## config.mk

```make
export PLATFORM = sky130hd
export DESIGN_NAME = keypad_scanner
export DESIGN_NICKNAME = d
export VERILOG_FILES = /design/src/hdl/keypad_pkg.sv /design/src/hdl/row_sync.sv /design/src/hdl/keypad_timer.sv /design/src/hdl/keypad_scanner.sv
export SDC_FILE = /design/constraint.sdc
export NUM_CORES = 1
export LEC_CHECK = 0
export BUFFER_PORTS_ARGS = -buffer_cell sky130_fd_sc_hd__buf_2
export CAP_MARGIN = 20
export CORE_MARGIN = 5
export CORE_UTILIZATION = 55
export DETAILED_ROUTE_END_ITERATION = 10
export GPL_TIMING_DRIVEN = 0
export PLACE_DENSITY_LB_ADDON = 0.15
export SETUP_SLACK_MARGIN = 0.4
export SYNTH_ARGS = -nofsm -noshare
export SYNTH_HDL_FRONTEND = slang
export SYNTH_SLANG_ARGS = --single-unit
export TNS_END_PERCENT = 20
```

## constraint.sdc

```tcl
create_clock -name clk_i -period 7.6 [get_ports clk_i]
set_clock_uncertainty 0.2 [all_clocks]
set_input_delay 0 -clock clk_i [delete_from_list [all_inputs] [get_ports clk_i]]
set_output_delay 0 -clock clk_i [all_outputs]
set_load 0.05 [all_outputs]
```

## src/hdl/keypad_pkg.sv

```systemverilog
package keypad_pkg;

    // --------------------------------------------------------------
    // geometry
    // --------------------------------------------------------------
    localparam int NUM_ROWS = 6;
    localparam int NUM_COLS = 5;

    // --------------------------------------------------------------
    // register indices (byte address is four times the index)
    // --------------------------------------------------------------
    localparam int            ADDR_W       = 12;
    localparam logic [7:0]    DRIVE_IDX    = 8'hd1;
    localparam logic [7:0]    SENSE_IDX    = 8'hd2;
    localparam logic [7:0]    TIMING_IDX   = 8'hd3;
    localparam logic [7:0]    STATUS_IDX   = 8'hd4;
    localparam logic [7:0]    ORDER_LO_IDX = 8'hd5;
    localparam logic [7:0]    ORDER_HI_IDX = 8'hd6;
    localparam logic [7:0]    SIZE_IDX     = 8'hd7;
    localparam logic [7:0]    CLKCTL_IDX   = 8'hd8;

    // --------------------------------------------------------------
    // values after reset
    // --------------------------------------------------------------
    localparam logic [4:0]    DRIVE_RST    = 5'h1f;
    localparam logic [5:0]    SENSE_RST    = 6'h3f;
    localparam logic [7:0]    TIMING_RST   = 8'h00;
    localparam logic [2:0]    STATUS_RST   = 3'h0;
    localparam logic [7:0]    ORDER_LO_RST = 8'h08;
    localparam logic [8:0]    ORDER_HI_RST = 9'h11a;
    localparam logic [7:0]    SIZE_RST     = 8'h65;
    localparam logic [7:0]    CLKCTL_RST   = 8'h00;

    // --------------------------------------------------------------
    // field positions
    // --------------------------------------------------------------
    localparam int ST_IEN_BIT    = 0;
    localparam int ST_FLAG_BIT   = 1;
    localparam int ST_SCEN_BIT   = 2;
    localparam int CLK_SLOW_BIT  = 3;
    localparam int CLK_KEYPAD_ENABLE_BIT  = 6;
    localparam int SCAN_TIME_FIELD_LSB    = 0;
    localparam int DEBOUNCE_FIELD_LSB    = 2;
    localparam int SIZE_COLS_LSB = 0;
    localparam int SIZE_ROWS_LSB = 4;
    localparam int SLOT_W        = 3;

    // --------------------------------------------------------------
    // timing, counted in 1 ms ticks
    // --------------------------------------------------------------
    localparam int         TICK_MS        = 1;
    localparam int         DEB_UNIT_MS    = 4;
    localparam logic [6:0] DEB_ZERO_UNITS = 7'd64;
    localparam logic [8:0] SCAN_ZERO_MS   = 9'd4;

    typedef enum logic [2:0] {
        ST_IDLE,
        ST_DEB_PRESS,
        ST_SCAN,
        ST_WAIT_REL,
        ST_DEB_REL
    } scan_state_e;

endpackage

```

## src/hdl/row_sync.sv

```systemverilog
module row_sync (
    input  wire logic                           clk_i,
    input  wire logic                           reset_i,
    input  wire logic                           ce_i,
    input  wire logic [keypad_pkg::NUM_ROWS-1:0] row_i,
    output logic      [keypad_pkg::NUM_ROWS-1:0] row_o
);
    import keypad_pkg::*;

    typedef struct packed {
        logic [NUM_ROWS-1:0] meta;
        logic [NUM_ROWS-1:0] stable;
    } sync_s;

    sync_s q;
    sync_s d;

    // rows idle high through pull-ups
    always_comb
    begin
        d        = q;
        d.meta   = row_i;
        d.stable = q.meta;
    end

    always_ff @(posedge clk_i)
    begin
        if (reset_i)
        begin
            q <= '{meta: SENSE_RST, stable: SENSE_RST};
        end
        else if (ce_i)
        begin
            q <= d;
        end
    end

    assign row_o = q.stable;

endmodule

```

## src/hdl/keypad_timer.sv

```systemverilog
module keypad_timer (
    input  wire logic       clk_i,
    input  wire logic       reset_i,
    input  wire logic       ce_i,
    input  wire logic       restart_i,
    input  wire logic       tick_i,
    input  wire logic [8:0] target_i,
    output logic            done_o
);
    import keypad_pkg::*;

    typedef struct packed {
        logic [8:0] count;
    } timer_s;

    timer_s q;
    timer_s d;

    // saturates so a stalled phase never wraps back to zero
    always_comb
    begin
        d = q;
        if (restart_i)
        begin
            d.count = 9'h000;
        end
        else if (tick_i && q.count != 9'h1ff)
        begin
            d.count = q.count + 9'h001;
        end
    end

    always_ff @(posedge clk_i)
    begin
        if (reset_i)
        begin
            q <= '{count: 9'h000};
        end
        else if (ce_i)
        begin
            q <= d;
        end
    end

    assign done_o = (q.count >= target_i);

endmodule

```

## src/hdl/keypad_scanner.sv

```systemverilog
// Implementation choice: register access over APB.
module keypad_scanner (
    input  wire logic                             clk_i,
    input  wire logic                             reset_i,
    input  wire logic                             ce_i,
    input  wire logic                             tick_i,
    input  wire logic [keypad_pkg::NUM_ROWS-1:0]  row_i,
    output logic      [keypad_pkg::NUM_COLS-1:0]  col_o,
    output logic                                  key_irq_o,
    output logic                                  slow_osc_sel_o,
    input  wire logic                             psel_i,
    input  wire logic                             penable_i,
    input  wire logic                             pwrite_i,
    input  wire logic [keypad_pkg::ADDR_W-1:0]    paddr_i,
    input  wire logic [31:0]                      pwdata_i,
    output logic      [31:0]                      prdata_o,
    output logic                                  pready_o,
    output logic                                  pslverr_o
);
    import keypad_pkg::*;

    // ------------------------------------------------------------------
    // state
    // ------------------------------------------------------------------
    typedef struct packed {
        scan_state_e         st;
        logic [2:0]          slot;
        logic [2:0]          row;
        logic [1:0]          hits;
        logic [2:0]          hit_col;
        logic [2:0]          hit_row;
        logic [4:0]          drive_line_register;
        logic [5:0]          sense_line_register;
        logic [7:0]          timing;
        logic [2:0]          keypad_status_control_register;
        logic [7:0]          ord_lo;
        logic [8:0]          ord_hi;
        logic [7:0]          keypad_size_register;
        logic [7:0]          clkctl;
        logic [4:0]          col_out;
        logic                irq;
        logic [31:0]         prdata;
        logic                pready;
        logic                pslverr;
    } scan_s;

    localparam scan_s STATE_RST = '{
        st:      ST_IDLE,
        slot:    3'h0,
        row:     3'h0,
        hits:    2'h0,
        hit_col: 3'h0,
        hit_row: 3'h0,
        drive_line_register:    DRIVE_RST,
        sense_line_register:    SENSE_RST,
        timing:  TIMING_RST,
        keypad_status_control_register:   STATUS_RST,
        ord_lo:  ORDER_LO_RST,
        ord_hi:  ORDER_HI_RST,
        keypad_size_register:   SIZE_RST,
        clkctl:  CLKCTL_RST,
        col_out: DRIVE_RST,
        irq:     1'b0,
        prdata:  32'h0000_0000,
        pready:  1'b0,
        pslverr: 1'b0
    };

    scan_s               q;
    scan_s               d;
    logic [NUM_ROWS-1:0] rows_s;
    logic                tmr_restart;
    logic                tmr_done;
    logic [8:0]          tmr_target;

    // ------------------------------------------------------------------
    // helpers
    // ------------------------------------------------------------------
    // out-of-range index drives nothing rather than a wrong column
    function automatic logic [4:0] col_pattern(input logic [2:0] idx);
        logic [4:0] p;
        p = 5'h1f;
        if (idx < 3'(NUM_COLS))
        begin
            p = ~(5'(5'h01 << idx));
        end
        return p;
    endfunction

    // ------------------------------------------------------------------
    // submodules
    // ------------------------------------------------------------------
    row_sync u_row_sync (
        .clk_i   (clk_i),
        .reset_i (reset_i),
        .ce_i    (ce_i),
        .row_i   (row_i),
        .row_o   (rows_s)
    );

    // 1 ms tick paces every interval
    keypad_timer u_timer (
        .clk_i     (clk_i),
        .reset_i   (reset_i),
        .ce_i      (ce_i),
        .restart_i (tmr_restart),
        .tick_i    (tick_i),
        .target_i  (tmr_target),
        .done_o    (tmr_done)
    );

    // ------------------------------------------------------------------
    // timing selection
    // ------------------------------------------------------------------
    logic [6:0] deb_units;
    logic [8:0] deb_ms;
    logic [1:0] scan_time_field;
    logic [8:0] scan_ms;

    always_comb
    begin
        deb_units = {1'b0, q.timing[DEBOUNCE_FIELD_LSB +: 6]};
        if (deb_units == 7'h00)
        begin
            deb_units = DEB_ZERO_UNITS;
        end
        deb_ms  = 9'(deb_units * DEB_UNIT_MS);
        scan_time_field  = q.timing[SCAN_TIME_FIELD_LSB +: 2];
        scan_ms = (scan_time_field == 2'b00) ? SCAN_ZERO_MS : {7'h00, scan_time_field};
        tmr_target = 9'((q.st == ST_SCAN ? scan_ms : deb_ms) / TICK_MS);
    end

    // ------------------------------------------------------------------
    // keypad geometry and order
    // ------------------------------------------------------------------
    logic [2:0]          num_cols;
    logic [2:0]          num_rows;
    logic [NUM_ROWS-1:0] row_mask;
    logic [NUM_COLS-1:0] col_mask;
    logic [14:0]         order;
    logic [2:0]          cur_col;
    logic                any_low;

    always_comb
    begin
        num_cols = q.keypad_size_register[SIZE_COLS_LSB +: 3];
        num_rows = q.keypad_size_register[SIZE_ROWS_LSB +: 3];
        if (num_cols == 3'h0 || num_cols > 3'(NUM_COLS))
        begin
            num_cols = 3'(NUM_COLS);
        end
        if (num_rows == 3'h0 || num_rows > 3'(NUM_ROWS))
        begin
            num_rows = 3'(NUM_ROWS);
        end
        row_mask = 6'(~(6'h3f << num_rows));
        col_mask = 5'(~(5'h1f << num_cols));
        // order registers pick each slot's column
        order    = {q.ord_hi, q.ord_lo[5:0]};
        cur_col  = order[q.slot * SLOT_W +: SLOT_W];
        any_low  = |(~rows_s & row_mask);
    end

    // ------------------------------------------------------------------
    // register decode
    // ------------------------------------------------------------------
    logic        setup;
    logic        access;
    logic [7:0]  idx;
    logic        mapped;
    logic [31:0] rd_word;

    always_comb
    begin
        setup   = psel_i & ~penable_i;
        access  = psel_i & penable_i & q.pready;
        idx     = paddr_i[9:2];
        mapped  = 1'b1;
        rd_word = 32'h0000_0000;
        unique case (idx)
            DRIVE_IDX:    rd_word = {27'h0, q.drive_line_register};
            SENSE_IDX:    rd_word = {26'h0, q.sense_line_register};
            TIMING_IDX:   rd_word = {24'h0, q.timing};
            STATUS_IDX:   rd_word = {29'h0, q.keypad_status_control_register};
            ORDER_LO_IDX: rd_word = {24'h0, q.ord_lo};
            ORDER_HI_IDX: rd_word = {23'h0, q.ord_hi};
            SIZE_IDX:     rd_word = {24'h0, q.keypad_size_register};
            CLKCTL_IDX:   rd_word = {24'h0, q.clkctl};
            default:      mapped  = 1'b0;
        endcase
        if (paddr_i[1:0] != 2'b00 || paddr_i[11:10] != 2'b00)
        begin
            mapped  = 1'b0;
            rd_word = 32'h0000_0000;
        end
    end

    // ------------------------------------------------------------------
    // next state
    // ------------------------------------------------------------------
    logic       wr;
    logic       scan_en;
    logic       set_flag;
    logic [1:0] new_hits;
    logic       row_hit;

    always_comb
    begin
        d           = q;
        tmr_restart = 1'b0;
        set_flag    = 1'b0;
        new_hits    = q.hits;
        row_hit     = 1'b0;
        wr          = access & pwrite_i & mapped;
        scan_en     = q.keypad_status_control_register[ST_SCEN_BIT];

        // one wait-free answer, data captured in the setup cycle
        d.pready  = setup;
        d.pslverr = setup & ~mapped;
        d.prdata  = setup ? rd_word : 32'h0000_0000;

        if (wr)
        begin
            unique case (idx)
                DRIVE_IDX:
                begin
                    if (!scan_en)
                    begin
                        d.drive_line_register = pwdata_i[4:0];
                    end
                end
                TIMING_IDX:   d.timing = pwdata_i[7:0];
                STATUS_IDX:
                begin
                    d.keypad_status_control_register[ST_IEN_BIT]  = pwdata_i[ST_IEN_BIT];
                    d.keypad_status_control_register[ST_SCEN_BIT] = pwdata_i[ST_SCEN_BIT];
                    if (pwdata_i[ST_FLAG_BIT])
                    begin
                        d.keypad_status_control_register[ST_FLAG_BIT] = 1'b0;
                    end
                end
                ORDER_LO_IDX: d.ord_lo = pwdata_i[7:0];
                ORDER_HI_IDX: d.ord_hi = pwdata_i[8:0];
                SIZE_IDX:     d.keypad_size_register  = pwdata_i[7:0];
                CLKCTL_IDX:   d.clkctl = pwdata_i[7:0];
                default:      d.keypad_size_register  = q.keypad_size_register;
            endcase
        end

        if (!scan_en)
        begin
            d.st      = ST_IDLE;
            d.col_out = q.drive_line_register;
            // row bits map one to one
            d.sense_line_register    = rows_s;
        end
        // frozen while keypad enable is low
        else if (q.clkctl[CLK_KEYPAD_ENABLE_BIT])
        begin
            unique case (q.st)
                ST_IDLE:
                begin
                    d.col_out = ~col_mask;
                    if (any_low)
                    begin
                        d.st        = ST_DEB_PRESS;
                        tmr_restart = 1'b1;
                    end
                end
                ST_DEB_PRESS:
                begin
                    d.col_out = ~col_mask;
                    if (tmr_done)
                    begin
                        tmr_restart = 1'b1;
                        d.slot      = 3'h0;
                        d.row       = 3'h0;
                        d.hits      = 2'h0;
                        d.st        = any_low ? ST_SCAN : ST_IDLE;
                    end
                end
                ST_SCAN:
                begin
                    // one column low at a time
                    d.col_out = col_pattern(cur_col);
                    if (tmr_done)
                    begin
                        tmr_restart = 1'b1;
                        row_hit = ~rows_s[q.row] & (cur_col < 3'(NUM_COLS));
                        if (row_hit)
                        begin
                            new_hits  = (q.hits == 2'h2) ? 2'h2 : q.hits + 2'h1;
                            d.hit_col = cur_col;
                            d.hit_row = q.row;
                        end
                        d.hits = new_hits;
                        // rows in fixed order, then next column
                        if (q.row != num_rows - 3'h1)
                        begin
                            d.row = q.row + 3'h1;
                        end
                        else if (q.slot != num_cols - 3'h1)
                        begin
                            d.row  = 3'h0;
                            d.slot = q.slot + 3'h1;
                        end
                        else
                        begin
                            if (new_hits == 2'h1)
                            begin
                                d.drive_line_register   = col_pattern(row_hit ? cur_col : q.hit_col);
                                d.sense_line_register   = ~(6'(6'h01 << (row_hit ? q.row : q.hit_row)));
                                set_flag = 1'b1;
                            end
                            d.st      = ST_WAIT_REL;
                            d.col_out = ~col_mask;
                        end
                    end
                end
                ST_WAIT_REL:
                begin
                    d.col_out = ~col_mask;
                    if (!any_low)
                    begin
                        d.st        = ST_DEB_REL;
                        tmr_restart = 1'b1;
                    end
                end
                ST_DEB_REL:
                begin
                    d.col_out = ~col_mask;
                    if (tmr_done)
                    begin
                        tmr_restart = 1'b1;
                        if (!any_low)
                        begin
                            d.st = ST_IDLE;
                        end
                    end
                end
                default:
                begin
                    d.st = ST_IDLE;
                end
            endcase
        end

        if (set_flag)
        begin
            d.keypad_status_control_register[ST_FLAG_BIT] = 1'b1;
        end
        d.irq = d.keypad_status_control_register[ST_FLAG_BIT] & d.keypad_status_control_register[ST_IEN_BIT];
    end

    // ------------------------------------------------------------------
    // registers
    // ------------------------------------------------------------------
    always_ff @(posedge clk_i)
    begin
        if (reset_i)
        begin
            q <= STATE_RST;
        end
        else if (ce_i)
        begin
            q <= d;
        end
    end

    // drive bits straight onto the pins
    assign col_o          = q.col_out;
    assign key_irq_o      = q.irq;
    assign slow_osc_sel_o = q.clkctl[CLK_SLOW_BIT];
    assign prdata_o       = q.prdata;
    assign pready_o       = q.pready;
    assign pslverr_o      = q.pslverr;

endmodule

```

==> impl_metrics.tcl, run 1 <==
set metrics [dict create \
    status "finished, final reports clean" \
    required_ns 7.66 \
    syn_area_um2 6370 \
    placedCellCount 993 \
    async_flop_share 0 \
    fin_hold_ws_ns 0.0693 \
    numCtsBuffers 9 \
    cts_sinks 110 \
    cap_viol_max_count 0 \
    io_buffers 49 \
    regArea_um2 2200 \
    n_antenna_cell 0 \
    grt_pass1_vias 5808 \
    routed_wl_um 18500 \
    ctsResizeCount 0 \
    clk_pin_slew_ns 0.08 \
    multi_input_area_um2 3720 \
    fillers 997 \
    fin_cells 1033 \
    routed_via_density 5.96 \
    wl_per_cell_um 17.9 \
    track_usage 0.262 \
    layout-drive-gt1-share 0.148 \
    post-place-ws_ns 3.25 \
    cts.htree.levels 3 \
    path_class "reg2reg" \
    die_w_um 118 \
    ir_worst_vdd_mv 0.138 \
    grt_pass1_wl_um 29700 \
    cp_max_fo 10 \
    root_buffer "clkbuf_16" \
    ant_nets 0 \
    synth.area.top_cells "dfxtp_1 35%, mux2i_1 8.0%, nor2_1 5.5%" \
    area_delta_synth_final_pct 16.4 \
    cp-start-kind "flop" \
    fin_tns_setup_ns 0 \
    drtIter0Drc 615 \
    max-clock-path-buffers 2 \
    nNetsFinal 966 \
    power_density_nw_per_um2 160 \
    syn_area_per_cell_um2 8.18 \
    synth.largest_area_cell "dfxtp_1" \
    via_count 6156 \
    synth_warnings 0 \
    coreArea_um2 11400 \
    cts_tree "yes" \
    synth_edf_count 0 \
    fin_ws_ns 3.20 \
    cts_hold_buf 23 \
    die_h_um 118 \
    finalCritPeriodShare 0.579 \
    ys_seq_elements 110 \
    setup.worst_path.end_class "flop" \
    row_count 39 \
    drtPass1Iterations 5 \
    start_util 0.560 \
    finalMaxSlewViolations 0 \
    fmax_mhz 227 \
    yosysTopAreaCellShare 0.346 \
    setup_violations 0 \
    antenna_found_initial 0 \
    globalRouteOverflowTotal 0 \
    ys_types 68 \
    cellLeakagePower_uw 0.00304 \
    layout_min_cycle_time_ns 4.40 \
    die_area_um2 13800 \
    post_cts_buffers 0 \
    max_slew_margin 0.211 \
    place.gp.congestion 0.988 \
    synth_ff_type "dfxtp_1" \
    route.detailed.drc 0 \
    netlist_instances 779 \
    clock_latency_ns 0.36 \
    hold_class "in2reg" \
    arrival_ns 4.46 \
    worstMarginPinSlew_ns 1.17 \
    grt_setup_unrepaired "no" \
    dp_hpwl_um 13700 \
    grt_max_degree 17 \
    io_pins 98 \
    synth_seq_area_share 0.346 \
    final_hold_viol_count 0 \
]
[synth_stat cells (3+ instances only)]
cell type and count:
and4b_1 5, o32a_1 3, a22oi_1 14, and2_1 7
a21oi_1 60, nor4_1 6, ha_1 22, nand3_1 21
nor3_1 17, dfxtp_1 110, nand2b_1 9, inv_1 19
xnor2_1 6, a2bb2oi_1 7, nor2b_1 10, a221oi_1 8
nor2_1 93, clkbuf_1 40, nand2_1 92, o21ai_0 26
or3_1 3, nand4_1 12, or2_2 8, o211ai_1 7
a222oi_1 3, nor3b_1 6, xor2_1 7, buf_4 38
a31oi_1 7, mux2i_1 51, mux4_2 3, mux2_2 8
a22o_1 4
[critical path, stage by stage, from the launching register on]
cell and delay, ns:
dfxtp_1 0.31, clkbuf_1 0.33, nor2b_1 0.38, nand2b_1 0.16, clkbuf_1 0.26, nor3_1 0.19
a21oi_1 0.06, ha_1 0.32, a21oi_1 0.11, o21ai_0 0.09, a41oi_1 0.38, and2_1 0.18
clkbuf_1 0.35, a32oi_1 0.17, a221o_1 0.35, nor2b_1 0.18, mux2_2 0.28
[layer usage]
metal,track usage,vias to the layer above,routed length (um)
met5,0,-,0
met4,0.0989,0,603
met3,0.0750,62,1760
met2,0.415,267,8450
met1,0.340,2884,7700
li1,-,2943,-
[through the flow]
step / power (uW) / utilization / cell area, um^2
after CTS: 1190 / 0.650 / 7390
final: 1190 / 0.652 / 7410
after floorplan: 690 / - / 6450
after global placement: 721 / 0.605 / 6880
after global routing: 1230 / 0.652 / 7410
after detailed placement: 723 / 0.605 / 6880
[layout by cell type (no fill, tap or decap), drive strengths merged, types with 23 or more instances in the layout]
cell	count
nand2	92
clkbuf	52
dlygate4sd3	25
a21oi	60
mux2i	52
buf	91
nor2	93
o21ai	26
dfxtp	110
conb	23
[path summary, 6_finish.rpt]
path         depth (start not counted)        end  slack [ns]  startpoint
max                                 16     q[109]        3.20      q[110]
min                                  5  pslverr_o        0.07  paddr_i[3]
min reg2reg                          2      q[44]        0.26       q[44]
max reg2reg                         16     q[109]        3.20      q[110]
[cell families after synthesis]
logic type               after synthesis  synth area share
flip-flops                           110             0.346
buffers and inverters                101            0.0831
other                                  1          0.000589
XOR/XNOR                              13            0.0179
multiplexers                          64             0.109
AND/OR/NAND/NOR                      306             0.231
AO/OA/AOI/OAI                        162             0.169
adder cells (fa/ha/maj)               22            0.0432
[report_power, final]
group / internal [uW] / switching, uW / total [uW]
clock network: 247 / 220 / 467
logic: 46.5 / 83.7 / 130
registers: 585 / 7.29 / 592
[state kept, by name (all words and copies together) (netlist names)]
register / cells
u_row_sync.row_o: 6
order: 15
pslverr_o: 1
q: 56
col_o: 5
slow_osc_sel_o: 1
key_irq_o: 1
prdata_o: 9
u_row_sync.d: 6
u_timer.q: 9
pready_o: 1
[final cells by class]
type / count / share of cell area
Clock buffer: 12 / 0.0359
Multi-Input combinational cell: 590 / 0.502
Tap cell: 143 / 0.0241
Buffer: 81 / 0.0613
Sequential cell: 110 / 0.297
Clock inverter: 2 / 0.00236
Timing Repair Buffer: 75 / 0.0675
Inverter: 20 / 0.0101
(Power assumes the default switching activity.)
==> run 2: changes to the inputs <==
CORE_UTILIZATION = 52   (was 55)
clock period = 3.6 ns   (was 7.6 ns; I/O delays follow)
==> run 2 against run 1 <==
Effect of this change: critical endpoint is now key_irq_o; largest cell class unchanged; utilization is 0.95 points higher; via count is 2.2% higher; count of clock-buffer cells in the layout is 3 lower; global-route usage is 0.97 points higher; clock power is 120% higher; die area is 5.3% higher; flip-flop and latch count stayed put; critical path depth is 1 lower; sequential share of layout area is 1.9 points lower.
==> impl_metrics.tcl, run 2 (synthesized netlist as in run 1, its figures left out) <==
set metrics [dict create \
    drtIter0Drc 639 \
    io_buffers 49 \
    cts.htree.levels 3 \
    die_area_um2 14600 \
    root_buffer "clkbuf_16" \
    min-delay-start "pwrite_i" \
    routed_via_density 5.94 \
    largest_reg_flops 56 \
    area_delta_synth_final_pct 24.8 \
    row_count 40 \
    io_pins 98 \
    place.gp.congestion 0.975 \
    path_class "reg2reg" \
    track_usage 0.272 \
    antenna_found_initial 0 \
    holdPathEnd "slow_osc_sel_o" \
    r2r_start "q[50]" \
    cpPeakStageDelay_ns 0.37 \
    die_h_um 121 \
    clock_latency_ns 0.36 \
    largest-register "q" \
    grt_pass1_vias 6054 \
    cts_sinks 110 \
    final_cell_mix "105 x dfxtp_1, 92 x nor2_1, 91 x nand2_1, 60 x buf_4, 54 x a21oi_1" \
    numCtsBuffers 9 \
    setup.worst_path.end_class "flop" \
    finalCritPeriodShare 0.949 \
    fin_cells 1060 \
    die_w_um 121 \
    hold_class "in2reg" \
    hold_depth 5 \
    final_hold_viol_count 0 \
    cts_tree "yes" \
    wl_per_cell_um 18.9 \
    fin_hold_ws_ns 0.0162 \
    globalRouteOverflowTotal 0 \
    grt_pass1_wl_um 31000 \
    nNetsFinal 987 \
    fin_ws_ns 0.185 \
    r2r_end "key_irq_o" \
    crit_family "simple AND/OR/NAND/NOR gates" \
    placedCellCount 997 \
    cellLeakagePower_uw 0.00326 \
    status "finished, final reports clean" \
    layout-drive-gt1-share 0.223 \
    fmax_mhz 293 \
    coreArea_um2 12000 \
    via_count 6292 \
    worstMarginPinSlew_ns 1.10 \
    cp_max_fo 7 \
    drtPass1Iterations 5 \
    setup_violations 0 \
    max_slew_margin 0.258 \
    post-place-ws_ns -0.178 \
    mostFrequentLayoutCell "dfxtp_1" \
    route.detailed.drc 0 \
    start_util 0.530 \
    required_ns 3.70 \
    n_antenna_cell 0 \
    grt_max_degree 20 \
    ir_worst_vdd_mv 0.262 \
    layout_min_cycle_time_ns 3.42 \
    routed_wl_um 20100 \
    dp_hpwl_um 14500 \
    reg2reg_depth 15 \
    clk_pin_slew_ns 0.08 \
    arrival_ns 3.52 \
    ant_nets 0 \
    rrSetupSlack_ns 0.18 \
    max-clock-path-buffers 2 \
    cp-start-kind "flop" \
    cp_num_buf_inv 3 \
    grt_setup_unrepaired "yes" \
    power_density_nw_per_um2 324 \
    finalMaxSlewViolations 0 \
    cap_viol_max_count 0 \
    slowest_stage "dfxtp_4" \
    cp_cell_sequence "xnor2_4, or2_4, inv_2, ha_4, inv_2, ha_4, xor2_1, o311a_1, nand4_1, a21oi_4, and4_1, buf_6, a21oi_2, or3_4, a21oi_2" \
]
## run 2: changes by cell type in the layout (fill, tap and decap cells not counted), sizes merged, moves of 2 or more
cell,previous run,this run
buf,91,116
clkbuf,52,47
clkinv,3,1
clkinvlp,0,3
dlygate4sd3,25,23
inv,19,22
## run 2: layout make-up
class | instances | area (um^2)
buffer | 81 | 524
timing repair buffer | 96 | 663
fill | 1030 | 4060
sequential | 110 | 2210
clock buffer | 9 | 225
tap | 147 | 184
inverter | 20 | 75.1
multi-input combinational | 590 | 3980
clock inverter | 7 | 78.8
## run 2: how the worst max path moves through the flow
stage / to / startpoint / depth (start not counted)
4_1_cts: key_irq_o / q[50] / 15
3_5_place_dp: q[95] / q[110] / 14
5_1_grt: key_irq_o / q[50] / 15
3_3_place_gp: q[98] / q[110] / 14
2_1_floorplan: q[109] / q[110] / 16
6_report: key_irq_o / q[50] / 15
## run 2: per-layer routing
layer,track usage,share of wire,vias up
met5,0,0,-
met3,0.0683,0.084,52
li1,-,-,2962
met4,0.110,0.030,0
met1,0.325,0.40,2991
met2,0.467,0.48,287
## run 2: timing repair
action                                  CTS  global route
endpoints found under the hold margin    61             0
gates resized for setup                  45            28
hold buffers                             23             0
pin swaps                                17            14
setup buffers                            18             6
endpoints found under the setup margin   44            44
## run 2: tightest hold or removal path: cells and delay by family
kind | cells | cell delay (ns)
buf+inv | 1 | 0.09
compound gates | 1 | 0.05
simple gates | 3 | 0.39
## run 2: where the power goes
group | internal, uW | switching (uW)
logic | 102 | 184
clock network | 547 | 493
registers | 1230 | 16.5
total | 1880 | 694
## run 2: through the flow
| stage | utilization | TNS [ns] | area (um^2) | power [uW] |
|---|---|---|---|---|
| global route | 0.662 | 0 | 7950 | 2660 |
| detailed placement | 0.577 | -2.60 | 6930 | 1530 |
| floorplan | - | 0 | 6500 | 1460 |
| global placement | 0.577 | -1.32 | 6930 | 1530 |
| finish | 0.662 | 0 | 7950 | 2580 |
| CTS | 0.650 | 0 | 7800 | 2570 |
==> run 3: changes to the inputs <==
clock period = 3.1 ns   (was 3.6 ns; I/O delays follow)
==> run 3 against run 2 <==
Effect of this change: the flow now finishes with violations (setup timing); register-to-register slack worse by 0.38 ns; final area is 3.5% higher; first-iteration DRC count is 35% higher; sequential power is 16% higher; routed wire length is 3.7% higher; worst setup slack worse by 0.38 ns; total power is 14% higher; via count is 1.8% higher; critical path depth is 1 lower; fmax is 3.8% higher; sequential share of layout area is 0.84 points lower; highest routed layer unchanged.
==> impl_metrics.tcl, run 3 (synthesized netlist as in run 1, its figures left out) <==
set metrics [dict create \
    status "finished with violations" \
    failed_checks "setup timing" \
    route.detailed.drc 0 \
    grt_setup_unrepaired "yes" \
    cts.htree.levels 3 \
    numCtsBuffers 9 \
    ir_worst_vdd_mv 0.478 \
    cts_sinks 110 \
    track_usage 0.270 \
    final_hold_viol_count 0 \
    drtIter0Drc 861 \
    io_buffers 49 \
    routed_wl_um 20800 \
    finalMaxSlewViolations 0 \
    root_buffer "clkbuf_16" \
    placedCellCount 997 \
    cellLeakagePower_uw 0.00334 \
    globalRouteOverflowTotal 0 \
    die_w_um 121 \
    via_count 6407 \
    cap_viol_max_count 0 \
    row_count 40 \
    layout-drive-gt1-share 0.259 \
    worstMarginPinSlew_ns 1.00 \
    power.internal_uw 2130 \
    grt_pass1_vias 5877 \
    place.gp.congestion 0.940 \
    required_ns 3.15 \
    dp_hpwl_um 14300 \
    start_util 0.530 \
    power_density_nw_per_um2 358 \
    finalCritPeriodShare 1.06 \
    grt_pass1_wl_um 30900 \
    setup.worst_path.end_class "flop" \
    drtPass1Iterations 8 \
    clock_latency_ns 0.36 \
    switching_share 0.275 \
    p_seq_frac 0.492 \
    antenna_found_initial 0 \
    fmax_mhz 304 \
    wl_per_cell_um 19.5 \
    die_area_um2 14600 \
    nNetsFinal 992 \
    largest_reg_flops 56 \
    n_antenna_cell 0 \
    cp-start-kind "flop" \
    grt_max_degree 20 \
    post-route-util 0.685 \
    setup_violations 24 \
    ant_nets 0 \
    max-clock-path-buffers 2 \
    arrival_ns 3.34 \
    cp_max_fo 5 \
    mostFrequentLayoutCell "dfxtp_1" \
    hold_class "in2reg" \
    final_cell_mix "103 x dfxtp_1, 90 x nor2_1, 84 x nand2_1, 57 x buf_4, 53 x a21oi_1" \
    largest-register "q" \
    fin_cells 1065 \
    layout_min_cycle_time_ns 3.29 \
    comb_power_share 0.116 \
    cts_tree "yes" \
    path_class "reg2reg" \
    fin_ws_ns -0.192 \
    area_delta_synth_final_pct 29.1 \
    switching_power_uw 809 \
    clk_pin_slew_ns 0.07 \
    io_pins 98 \
    routed_via_density 6.02 \
    pwr-share-clk 0.392 \
    die_h_um 121 \
    coreArea_um2 12000 \
    max_slew_margin 0.325 \
]
[run 3: cell types whose count changed in the layout (fill, tap and decap cells not counted), sizes merged]
cell         delta
clkinvlp        -2
dlygate4sd3     -1
buf             +8
bufinv          -1
nor2            +1
clkbuf          -2
clkinv          +2
[run 3: through the flow]
step                area, um^2  setup TNS, ns  power (uW)  worst slack (ns)  hold slack [ns]
floorplan                 6600              0        1690            0.0102          -0.0760
global placement          7020          -9.12        1770            -0.438           0.0114
detailed placement        7020         -10.31        1780            -0.465           0.0176
CTS                       7870          -1.63        2950            -0.187           0.0295
global route              8220          -6.12        3050            -0.271           0.0206
finish                    8220          -1.75        2940            -0.192           0.0107
[run 3: final cells by class]
cell class / count / area [um^2]
buffer: 81 / 539
clock buffer: 10 / 239
clock inverter: 6 / 52.6
fill: 981 / 3790
inverter: 20 / 75.1
multi-input combinational: 591 / 4170
sequential: 110 / 2220
tap: 147 / 184
timing repair buffer: 100 / 743
[run 3: timing repair]
action	CTS	global route
resized for setup	48	62
setup endpoints to repair	44	60
pin swaps	36	37
hold endpoints to repair	61	1
cloned	1	1
setup buffers	16	12
hold buffers	21	1
[run 3: path summary, 6_finish.rpt]
check	from	to	slack, ns	cells past startpoint
worst max-delay path	q[49]	q[109]	-0.19	14
worst min-delay path	penable_i	q[44]	0.01	5
worst max register to register	q[49]	q[109]	-0.19	14
worst min register to register	q[40]	q[40]	0.26	2
[run 3: layer usage]
layer | vias to the layer above | global-route usage | wire [um]
met5 | - | 0 | 0
met4 | 0 | 0.0999 | 697
met3 | 68 | 0.0603 | 1630
met2 | 316 | 0.447 | 9940
met1 | 3038 | 0.345 | 8540
li1 | 2985 | - | -
[run 3: worst max-delay path: stages (launching register included)]
cell	delay, ns
dfxtp_4	0.38
xnor2_4	0.13
or2_4	0.24
inv_2	0.07
ha_4	0.13
inv_2	0.04
ha_4	0.25
xor2_1	0.14
o311a_1	0.28
nand4_1	0.23
a21oi_4	0.26
buf_4	0.14
a221o_1	0.19
nor2b_4	0.20
mux2_4	0.31
[run 3: power groups by stage]
| stage | clock [uW] | combinational [uW] | sequential, uW |
|---|---|---|---|
| after floorplan | 0 | 215 | 1480 |
| after global placement | 0 | 292 | 1480 |
| after detailed placement | 0 | 297 | 1480 |
| after CTS | 1180 | 323 | 1450 |
| after global routing | 1240 | 360 | 1450 |
| final | 1150 | 341 | 1450 |
